==> config.mk <==
export PLATFORM = sky130hd
export DESIGN_NAME = bus_cycle_controller
export DESIGN_NICKNAME = d
export VERILOG_FILES = /design/src/core/ebc_pkg.sv /design/src/core/window_if.sv /design/src/core/bus_cycle_controller.sv /design/src/core/window_decode.sv
export SDC_FILE = /design/constraint.sdc
export NUM_CORES = 1
export LEC_CHECK = 0
export BUFFER_PORTS_ARGS = -buffer_cell sky130_fd_sc_hd__buf_2
export CAP_MARGIN = 20
export CORE_AREA = 4 4 189 99
export DETAILED_ROUTE_END_ITERATION = 8
export DIE_AREA = 0 0 193 103
export GPL_ROUTABILITY_DRIVEN = 0
export PLACE_DENSITY = 0.83
export SETUP_SLACK_MARGIN = 0.4
export SYNTH_ARGS = -nofsm -noshare
export SYNTH_HDL_FRONTEND = slang
export SYNTH_HIERARCHICAL = 1
export SYNTH_SLANG_ARGS = --single-unit
export TNS_END_PERCENT = 5
==> constraint.sdc <==
create_clock -name clk -period 2.45 [get_ports clk]
set_clock_uncertainty 0.1 [all_clocks]
set_input_delay 0.49 -clock clk [delete_from_list [all_inputs] [get_ports clk]]
set_output_delay 0.49 -clock clk [all_outputs]
set_load 0.02 [all_outputs]
==> src/core/ebc_pkg.sv <==
package bcc_pkg;

    // ------------------------------------------------------------------
    // sizes
    // ------------------------------------------------------------------
    localparam int ADDR_W  = 24;
    localparam int DATA_W  = 16;
    localparam int NUM_WIN = 4;

    // ------------------------------------------------------------------
    // bus type field encodings
    // ------------------------------------------------------------------
    localparam logic [1:0] BT_8_DEMUX  = 2'h0;
    localparam logic [1:0] BT_8_MUX    = 2'h1;
    localparam logic [1:0] BT_16_DEMUX = 2'h2;
    localparam logic [1:0] BT_16_MUX   = 2'h3;

    // ------------------------------------------------------------------
    // segment line count field encodings
    // ------------------------------------------------------------------
    localparam logic [1:0] SAL_FOUR  = 2'h0;
    localparam logic [1:0] SAL_NONE  = 2'h1;
    localparam logic [1:0] SAL_EIGHT = 2'h2;
    localparam logic [1:0] SAL_TWO   = 2'h3;

    // ------------------------------------------------------------------
    // reset-time port 0 strap positions
    // ------------------------------------------------------------------
    localparam int STRAP_BT_HI  = 7;
    localparam int STRAP_BT_LO  = 6;
    localparam int STRAP_CS_HI  = 10;
    localparam int STRAP_CS_LO  = 9;
    localparam int STRAP_SAL_HI = 12;
    localparam int STRAP_SAL_LO = 11;

    // ------------------------------------------------------------------
    // configuration layouts
    // ------------------------------------------------------------------
    typedef struct packed {
        logic [3:0] waits;
        logic       cmd_delay;
        logic       latch_ctl;
        logic       bus_active;
        logic [1:0] bus_type;
    } bus_cfg_s;

    typedef struct packed {
        logic [11:0] base;
        logic [3:0]  size;
    } win_range_s;

    localparam bus_cfg_s DFLT_CFG_RST  = '0;
    localparam logic     LATCH_CTL_RST = 1'b0;

    typedef enum logic [3:0] {
        ST_IDLE = 4'b0001,
        ST_ADDR = 4'b0010,
        ST_HOLD = 4'b0100,
        ST_CMD  = 4'b1000
    } cyc_state_e;

    // ------------------------------------------------------------------
    // decoding helpers
    // ------------------------------------------------------------------
    function automatic logic is_mux(input logic [1:0] bt);
        return bt[0];
    endfunction

    function automatic logic is_wide(input logic [1:0] bt);
        return bt[1];
    endfunction

    function automatic logic [7:0] seg_mask(input logic [1:0] sal);
        unique case (sal)
            SAL_TWO:   return 8'h03;
            SAL_EIGHT: return 8'hFF;
            SAL_NONE:  return 8'h00;
            SAL_FOUR:  return 8'h0F;
        endcase
    endfunction

endpackage

==> src/core/window_if.sv <==
`timescale 1ns/1ps
`default_nettype none
interface window_if;
    logic [23:0]      addr;
    bcc_pkg::bus_cfg_s dflt;
    bcc_pkg::bus_cfg_s sel;
    logic             hit;

    modport requester (output addr, output dflt, input sel, input hit);
    modport decoder   (input addr, input dflt, output sel, output hit);
endinterface
`default_nettype wire

==> src/core/bus_cycle_controller.sv <==
`timescale 1ns/1ps
`default_nettype none
// Functional notes
// - four address windows with own configs; anything else uses the default config.
// - each config sets address mode, data width, bus active bit and cycle length.
// - pin high at reset: single chip, default cleared except latch bit, type strapped.
// - single chip mode drives no bus pin and runs no external access.
// - bus built only when active bit set; bus type selects structure.
// - pin low at reset: default bus type strapped from port 0, later writable.
// - 64 KByte segments; offset on port 0 muxed, port 1 demuxed.
// - segment line count and select line count fixed at reset, read only.
// - segmentation disable decides whether code segment pointer is saved.
// - type 00 8b demux, 01 8b mux, 10 16b demux, 11 16b mux.
// - 8-bit mux keeps address high byte on port 0 high byte.
// - 16-bit mux word access leaves address bit 0 meaningless.
// - segment lines held steady on port 4 through the cycle.
// - mux cycle: latch strobe with address, strobe falls, address removed, command.
// - command phase: device drives write data, far side drives read data.
// - read end: data latched, strobe deasserted, far side releases bus.
// - write end: strobe deasserted, data held until next cycle starts.
// - demux: address steady on port 1, data on port 0, no latch.
// - demux: address first, command strobe after programmable delay.
// - after demux write, next cycle address goes straight onto port 1.
// - pin high at reset fetches internally, low fetches externally.
module bus_cycle_controller (
    input  wire logic                                        clk,
    input  wire logic                                        nrst,
    input  wire logic                                        ext_access_pin,
    input  wire logic                                        segmentation_disable_bit,
    input  wire bcc_pkg::win_range_s [bcc_pkg::NUM_WIN-1:0]  window_range_register,
    input  wire bcc_pkg::bus_cfg_s   [bcc_pkg::NUM_WIN-1:0]  bus_config_register,
    input  wire logic                                        dflt_cfg_wr,
    input  wire bcc_pkg::bus_cfg_s                           dflt_cfg_wdata,
    output var bcc_pkg::bus_cfg_s                            dflt_cfg,
    output logic [3:0]                                       reset_config_register,
    output logic                                             single_chip,
    output logic                                             fetch_external,
    output logic                                             save_code_segment_pointer,
    input  wire logic                                        req_valid,
    input  wire logic                                        req_write,
    input  wire logic                                        req_word,
    input  wire logic [bcc_pkg::ADDR_W-1:0]                  req_addr,
    input  wire logic [bcc_pkg::DATA_W-1:0]                  req_wdata,
    output logic                                             req_ready,
    output logic                                             rsp_valid,
    output logic                                             rsp_err,
    output logic [bcc_pkg::DATA_W-1:0]                       rsp_rdata,
    input  wire logic [15:0]                                 port0_in,
    output logic [15:0]                                      port0_out,
    output logic [15:0]                                      port0_oe,
    output logic [15:0]                                      port1_out,
    output logic [15:0]                                      port1_oe,
    output logic [7:0]                                       port4_out,
    output logic [7:0]                                       port4_oe,
    output logic                                             ale,
    output logic                                             read_strobe_n,
    output logic                                             write_low_strobe_n
);
    import bcc_pkg::*;

    // ------------------------------------------------------------------
    // state
    // ------------------------------------------------------------------
    typedef struct packed {
        cyc_state_e  st;
        logic [3:0]  cnt;
        bus_cfg_s    cur;
        bus_cfg_s    dflt;
        logic [1:0]  seg_lines;
        logic [1:0]  sel_lines;
        logic        strap_done;
        logic        single_chip;
        logic        fetch_ext;
        logic        save_ptr;
        logic        ale;
        logic        rd_n;
        logic        wr_n;
        logic [15:0] p0_out;
        logic [15:0] p0_oe;
        logic [15:0] p1_out;
        logic [15:0] p1_oe;
        logic [7:0]  p4_out;
        logic [7:0]  p4_oe;
        logic [23:0] addr;
        logic [15:0] wdata;
        logic        write;
        logic        ready;
        logic        rsp_valid;
        logic        rsp_err;
        logic [15:0] rdata;
    } state_s;

    localparam state_s STATE_RST = '{st: ST_IDLE, rd_n: 1'b1, wr_n: 1'b1, default: '0};

    state_s q;
    state_s d;

    window_if win ();

    window_decode u_decode (
        .w                     (win.decoder),
        .window_range_register (window_range_register),
        .bus_config_register   (bus_config_register)
    );

    assign win.addr = req_addr;
    assign win.dflt = q.dflt;

    // data phase drive of port 0 as {oe, out}
    function automatic logic [31:0] data_phase(input logic [1:0] bt, input logic wr,
                                               input logic [15:0] wd, input logic [23:0] a);
        logic [15:0] o;
        logic [15:0] e;
        o = 16'h0000;
        e = 16'h0000;
        if (wr) begin
            o = is_wide(bt) ? wd : {(is_mux(bt) ? a[15:8] : 8'h00), wd[7:0]};
            e = (is_wide(bt) || is_mux(bt)) ? 16'hFFFF : 16'h00FF;
        end else if (is_mux(bt) && !is_wide(bt)) begin
            o = {a[15:8], 8'h00};
            e = 16'hFF00;
        end
        return {e, o};
    endfunction

    // ------------------------------------------------------------------
    // next state
    // ------------------------------------------------------------------
    always_comb begin
        d = q;
        d.rsp_valid = 1'b0;
        d.rsp_err   = 1'b0;
        d.save_ptr  = ~segmentation_disable_bit;
        if (!q.strap_done) begin
            // straps are caught on the first edge after release, never by the reset itself
            d.strap_done  = 1'b1;
            d.single_chip = ext_access_pin;
            d.fetch_ext   = ~ext_access_pin;
            d.dflt        = DFLT_CFG_RST;
            d.dflt.latch_ctl  = q.dflt.latch_ctl;
            d.dflt.bus_type   = port0_in[STRAP_BT_HI:STRAP_BT_LO];
            d.dflt.bus_active = ~ext_access_pin;
            d.seg_lines = port0_in[STRAP_SAL_HI:STRAP_SAL_LO];
            d.sel_lines = port0_in[STRAP_CS_HI:STRAP_CS_LO];
            d.ready  = 1'b1;
        end else if (dflt_cfg_wr) begin
            d.dflt = dflt_cfg_wdata;
        end

        unique case (q.st)
            ST_IDLE: begin
                if (q.ready && req_valid) begin
                    if (q.single_chip || !win.sel.bus_active) begin
                        d.rsp_valid = 1'b1;
                        d.rsp_err   = 1'b1;
                    end else begin
                        d.ready = 1'b0;
                        d.cur   = win.sel;
                        d.addr  = req_addr;
                        d.wdata = req_wdata;
                        d.write = req_write;
                        d.st    = ST_ADDR;
                        d.cnt   = {3'h0, win.sel.latch_ctl};
                        d.p4_out = req_addr[23:16] & seg_mask(q.seg_lines);
                        d.p4_oe  = segmentation_disable_bit ? 8'h00 : seg_mask(q.seg_lines);
                        if (is_mux(win.sel.bus_type)) begin
                            d.ale    = 1'b1;
                            // word accesses on a 16-bit latch ignore bit 0
                            d.p0_out = {req_addr[15:1],
                                        req_addr[0] & ~(req_word & is_wide(win.sel.bus_type))};
                            d.p0_oe  = 16'hFFFF;
                        end else begin
                            // a new address replaces the old one at once after a write
                            d.p1_out = req_addr[15:0];
                            d.p1_oe  = 16'hFFFF;
                            d.p0_oe  = 16'h0000;
                        end
                    end
                end
            end
            ST_ADDR: begin
                if (is_mux(q.cur.bus_type)) begin
                    if (q.cnt != 4'h0) begin
                        d.cnt = q.cnt - 4'h1;
                    end else begin
                        d.ale = 1'b0;  // address stays one more cycle for the latch
                        d.st  = ST_HOLD;
                    end
                end else if (q.cur.cmd_delay) begin
                    d.st = ST_HOLD;
                end else begin
                    d.rd_n = q.write;
                    d.wr_n = ~q.write;
                    {d.p0_oe, d.p0_out} = data_phase(q.cur.bus_type, q.write, q.wdata, q.addr);
                    d.cnt = q.cur.waits;
                    d.st  = ST_CMD;
                end
            end
            ST_HOLD: begin
                d.rd_n = q.write;
                d.wr_n = ~q.write;
                {d.p0_oe, d.p0_out} = data_phase(q.cur.bus_type, q.write, q.wdata, q.addr);
                d.cnt = q.cur.waits;
                d.st  = ST_CMD;
            end
            ST_CMD: begin
                if (q.cnt != 4'h0) begin
                    d.cnt = q.cnt - 4'h1;
                end else begin
                    d.rd_n = 1'b1;
                    d.wr_n = 1'b1;
                    if (!q.write) begin
                        d.rdata = is_wide(q.cur.bus_type) ? port0_in : {8'h00, port0_in[7:0]};
                    end
                    d.rsp_valid = 1'b1;
                    d.ready     = 1'b1;
                    d.st        = ST_IDLE;
                end
            end
        endcase
    end

    always_ff @(posedge clk or negedge nrst) begin
        if (!nrst) begin
            q <= STATE_RST;
        end else begin
            q <= d;
        end
    end

    // ------------------------------------------------------------------
    // outputs
    // ------------------------------------------------------------------
    assign dflt_cfg                  = q.dflt;
    assign reset_config_register     = {q.seg_lines, q.sel_lines};
    assign single_chip               = q.single_chip;
    assign fetch_external            = q.fetch_ext;
    assign save_code_segment_pointer = q.save_ptr;
    assign req_ready                 = q.ready;
    assign rsp_valid                 = q.rsp_valid;
    assign rsp_err                   = q.rsp_err;
    assign rsp_rdata                 = q.rdata;
    assign port0_out                 = q.p0_out;
    assign port0_oe                  = q.p0_oe;
    assign port1_out                 = q.p1_out;
    assign port1_oe                  = q.p1_oe;
    assign port4_out                 = q.p4_out;
    assign port4_oe                  = q.p4_oe;
    assign ale                       = q.ale;
    assign read_strobe_n             = q.rd_n;
    assign write_low_strobe_n        = q.wr_n;

    logic [4:0] strobe_len;
    always_ff @(posedge clk or negedge nrst) begin
        if (!nrst) begin
            strobe_len <= 5'h00;
        end else if (!q.rd_n || !q.wr_n) begin
            strobe_len <= strobe_len + 5'h01;
        end else begin
            strobe_len <= 5'h00;
        end
    end
endmodule // bus_cycle_controller
`default_nettype wire

==> src/core/window_decode.sv <==
`timescale 1ns/1ps
`default_nettype none
module window_decode (
    window_if.decoder                                w,
    input  wire bcc_pkg::win_range_s [bcc_pkg::NUM_WIN-1:0] window_range_register,
    input  wire bcc_pkg::bus_cfg_s   [bcc_pkg::NUM_WIN-1:0] bus_config_register
);
    import bcc_pkg::*;

    // a window covers 4 KByte shifted left by its size code
    function automatic logic win_hit(input win_range_s r, input logic [23:0] a);
        logic [11:0] m;
        m = ~(12'hFFF << r.size);
        return ((a[23:12] ^ r.base) & ~m) == 12'h000;
    endfunction

    // lowest window wins where windows overlap
    always_comb begin
        w.sel = w.dflt;
        w.hit = 1'b0;
        for (int i = NUM_WIN - 1; i >= 0; i--) begin
            if (win_hit(window_range_register[i], w.addr)) begin
                w.sel = bus_config_register[i];
                w.hit = 1'b1;
            end
        end
    end
endmodule // window_decode
`default_nettype wire

# Yosys cells after proc, flatten, opt, wreduce, memory -nomap -nowiden
# Cells that the tools add are included.
word_totals:
  out_inout_bits: 118
  word_cells: 159
  regBits: 162
  input_bits: 173
classes:
  n_eq_ne: 18
  n_bitwise: 26
  n_shift: 4
  muxes: 51
  addsub: 1
  reduce_logical: 25
ops:
  columns: ["op", "count"]
  rows:
  - ["16-bit 2-to-1 mux", 11]
  - ["124-bit 2-to-1 mux", 1]
  - ["122-bit 2-to-1 mux", 1]
  - ["12-bit NOT", 8]
  - ["32-bit case mux with 3 select lines", 1]
  - ["34-bit 2-to-1 mux", 2]
  - ["8-bit case mux with 4 select lines", 2]
  - ["9-bit 2-to-1 mux", 6]
  - ["12-bit bitwise AND", 4]
  - ["12-bit zero test", 4]
  - ["8-bit 2-to-1 mux", 6]
  - ["12-bit by 4-bit left shift with 12-bit output, first input constant", 4]
  - ["12-bit bitwise XOR", 4]
  - ["17-bit 2-to-1 mux", 2]
  - ["32-bit 2-to-1 mux", 1]
  - ["4-bit 2-to-1 mux", 5]
  - ["2-bit != test, second input constant", 9]
  - ["4-bit AND reduction", 3]
  - ["6-bit AND reduction", 2]
  - ["3-bit AND reduction", 3]
  - ["8-bit bitwise AND", 1]
  - ["1-bit 2-to-1 mux", 7]
  - ["1-bit NOT", 7]
  - ["2-bit 2-to-1 mux", 3]
  - ["21 further kinds", 28]

# Depth between registers and ports, before layout
depth:
  ltp_word: 18
  ltp_mapped: 15
  ltp_nobuf: 11

# By module
# Netlist, hierarchy kept.
by_module_without_submodules:
  columns: ["mod", "seq_area_each_um2", "n_inst", "area_each_um2", "cells_per_inst"]
  rows:
  - ["bus_cycle_controller", 3131.8, 1, 6344.8, 611]
  - ["window_decode", 0.0, 1, 1228.7, 167]

# Worst setup path before layout
# OpenSTA, ideal clock, no wires.
synth_timing:
  kind: "input -> register"
  startpoint: "input req_addr[17] (netlist name)"
  endpoint: "register q[160] (netlist name)"
  t_arrival_ns: 3.523
  slack_ns: -1.306
  path_stages: 14
  setup_ns: 0.133
  required_ns: 2.217
  path_buffers: 4
  path_cell_list: "clkbuf_1 xnor2_1 o311a_1 a211oi_1 or4_1 buf_6 mux2_2 mux2_2 a221o_1 and4b_1 nand2_1 clkbuf_1 clkbuf_1 a21oi_1"
synth_lines:
  columns: ["item", "line_no", "text"]
  rows:
  - ["from (decl)", "bus_cycle_controller.sv:42", "input wire logic [bcc_pkg::ADDR_W-1:0] req_addr,"]
  - ["to (signal assigned)", "bus_cycle_controller.sv:225", "q <= STATE_RST;"]
  - ["to (signal assigned)", "bus_cycle_controller.sv:227", "q <= d;"]
  - ["to (decl)", "bus_cycle_controller.sv:95", "state_s q;"]

==> results.ini <==
[run_status]
outcome=finished, violations left
violations=setup timing

[floorplanning]
die_w_microns=193
fp.coreArea_sq_um=17100
die_h_microns=103
ios=291
fp-row-count=34
start_util=0.444
dieArea_sq_um=19900

[critical_path]
path_max_fanout=4
worstRegToRegCells=10
critPathCaptureType=register
crit_type=in -> reg
arrival_ps=3690
start_kind=input port
cp.required_ps=2640

[global_routing]
grt_overflow=0
antenna_found_initial=0
grt_pass1_wl_microns=35600
grt_max_degree=47
track_usage=0.235
grt_pass1_vias=6636

[timing]
final_max_slew_viol_count=0
finalCriticalPeriod_ps=3500
fin_hold_ws_ps=170
timing_hold_violations_final=0
finalSetupViolCount=88
fin_crit_sh=1.43
clock.fmax_mhz=286
tightest_slew_ps=590
setup_ws_ps=-1050
rsz0062_at_grt=yes
relSlewSlack=0.607

[placed_design]
numPortBuffers=290
place_area_sq_um=8950
place_ws_ps=-1880
dpl.hpwl_microns=18100

[routing]
dr.pass1.iters=5
wire_per_inst_microns=18.9
ant_nets=0
drt_iter0_markers=317
drt-total-wl_microns=24000
drc_errors=0
vias=6564
avgViaCountPerCell=5.15

[run]
cap_violations=0

[cells_and_area]
drive_gt1_frac=0.487
fin_area_sq_um=10000
area_delta_synth_final_pct=32.6
final_nets=1201
fin_util=0.588
diodes=0

[synthesis]
yosysWarnings=6
synth.net_count=951
syn_avg_cell_area_sq_um=9.74
synth.cell_area_sq_um=7570
synth_cells=777

[cts]
root_buffer=clkbuf_16
cts_sinks=125
cts_max_path_buffers=2
clock_latency_ps=410
cts-buffers-inserted=17
cts_tree=yes
cts.clk_slew.worst_paths_ps=60
h-tree-depth=4

[min_path]
whs_path_depth=3
min_path_type=in -> reg

[power]
irDropWorstVdd_v=0.000816
total_power_mw=10.4
p_leak_nw=5.16
power_density_nw_per_um2=1040

## what timing repair did
action,4_1_cts,5_1_grt
endpoints found under the hold margin,40,0
hold buffers,1,0
endpoints found under the setup margin,89,89
pin swaps,14,8
cloned,2,1
buffers inserted,8,2
gates resized for setup,45,16
## power breakdown
part | total (mW) | leakage [nW] | internal, mW | switching (mW)
Combinational | 4.22 | 3.26 | 1.78 | 2.45
Sequential | 3.32 | 1.58 | 2.81 | 0.512
Clock | 2.90 | 0.319 | 1.91 | 0.989
Total | 10.4 | 5.16 | 6.49 | 3.95
## path summary, 6_finish.rpt
kind / start / end / slack (ps)
max in group asynchronous: nrst / rsp_rdata[3]$_DFFE_PN0P_ / 1190
worst max-delay path: req_addr[15] / port1_out[11]$_DFFE_PN0P_ / -1050
worst max register to register: dflt_cfg[2]$_DFFE_PN0P_ / port1_out[15]$_DFFE_PN0P_ / -20
min in group asynchronous: nrst / rsp_valid$_DFF_PN0_ / 470
worst min register to register: port4_out[5]$_DFFE_PN0P_ / port4_out[5]$_DFFE_PN0P_ / 360
worst min-delay path: req_wdata[14] / q[34]$_DFFE_PN0P_ / 170
## worst max-delay path, cell delays in order
cell,delay [ps]
buf_2,130
xnor2_1,190
o311a_1,210
a211oi_1,70
or4_4,520
buf_6,160
buf_8,120
mux2_4,290
mux2_4,250
a221o_1,330
buf_6,140
nor3_4,110
buf_6,130
buf_6,120
buf_16,140
mux2_4,290
## final cells by class
class                           instances  area (sq um)
Clock inverter                         15           244
Inverter                               27           101
Timing Repair Buffer                  373          2310
Clock buffer                           17           425
Multi-Input combinational cell        483          3530
Tap cell                              234           293
Sequential cell                       125          3130
Fill cell                            1466          7020
## sequential cells by signal (all words and copies together), names as in the netlist, 2 cells and up
register	cells
dflt_cfg	9
port0_oe	2
port4_out	8
q	41
rsp_rdata	16
reset_config_register	4
port4_oe	3
port1_out	16
port0_out	16
## per-stage QoR
step	cells	TNS (ps)
floorplan	777	-80530
global placement	1228	-125770
detailed placement	1228	-128530
CTS	1271	-73130
global route	1274	-77020
finish	1274	-69990
## cell usage in the layout, fill, tap and decap left out, drive strengths merged, types with 2 or more instances in the layout
master / count
nor4b: 4
nor2b: 8
mux2i: 12
buf: 371
o21ai: 39
a21oi: 27
inv: 28
a32o: 2
xnor2: 29
o221ai: 8
nand2: 138
a211oi: 4
or2: 3
and2: 13
clkinvlp: 3
a31oi: 5
xor2: 22
o2bb2ai: 2
nand2b: 5
or4b: 3
nor2: 16
a22o: 8
dfrtp: 122
a22oi: 4
o211ai: 12
o21a: 3
bufinv: 6
dfstp: 3
nand3: 10
clkbuf: 18
mux2: 64
nor3: 6
a221o: 13
clkinv: 5
## routing by layer
metal	global-route usage	share of wire
met5	0	0
met3	0.0578	0.074
met4	0.0593	0.013
met2	0.372	0.45
met1	0.329	0.47
No activity file was read; power rests on OpenSTA's default activity.
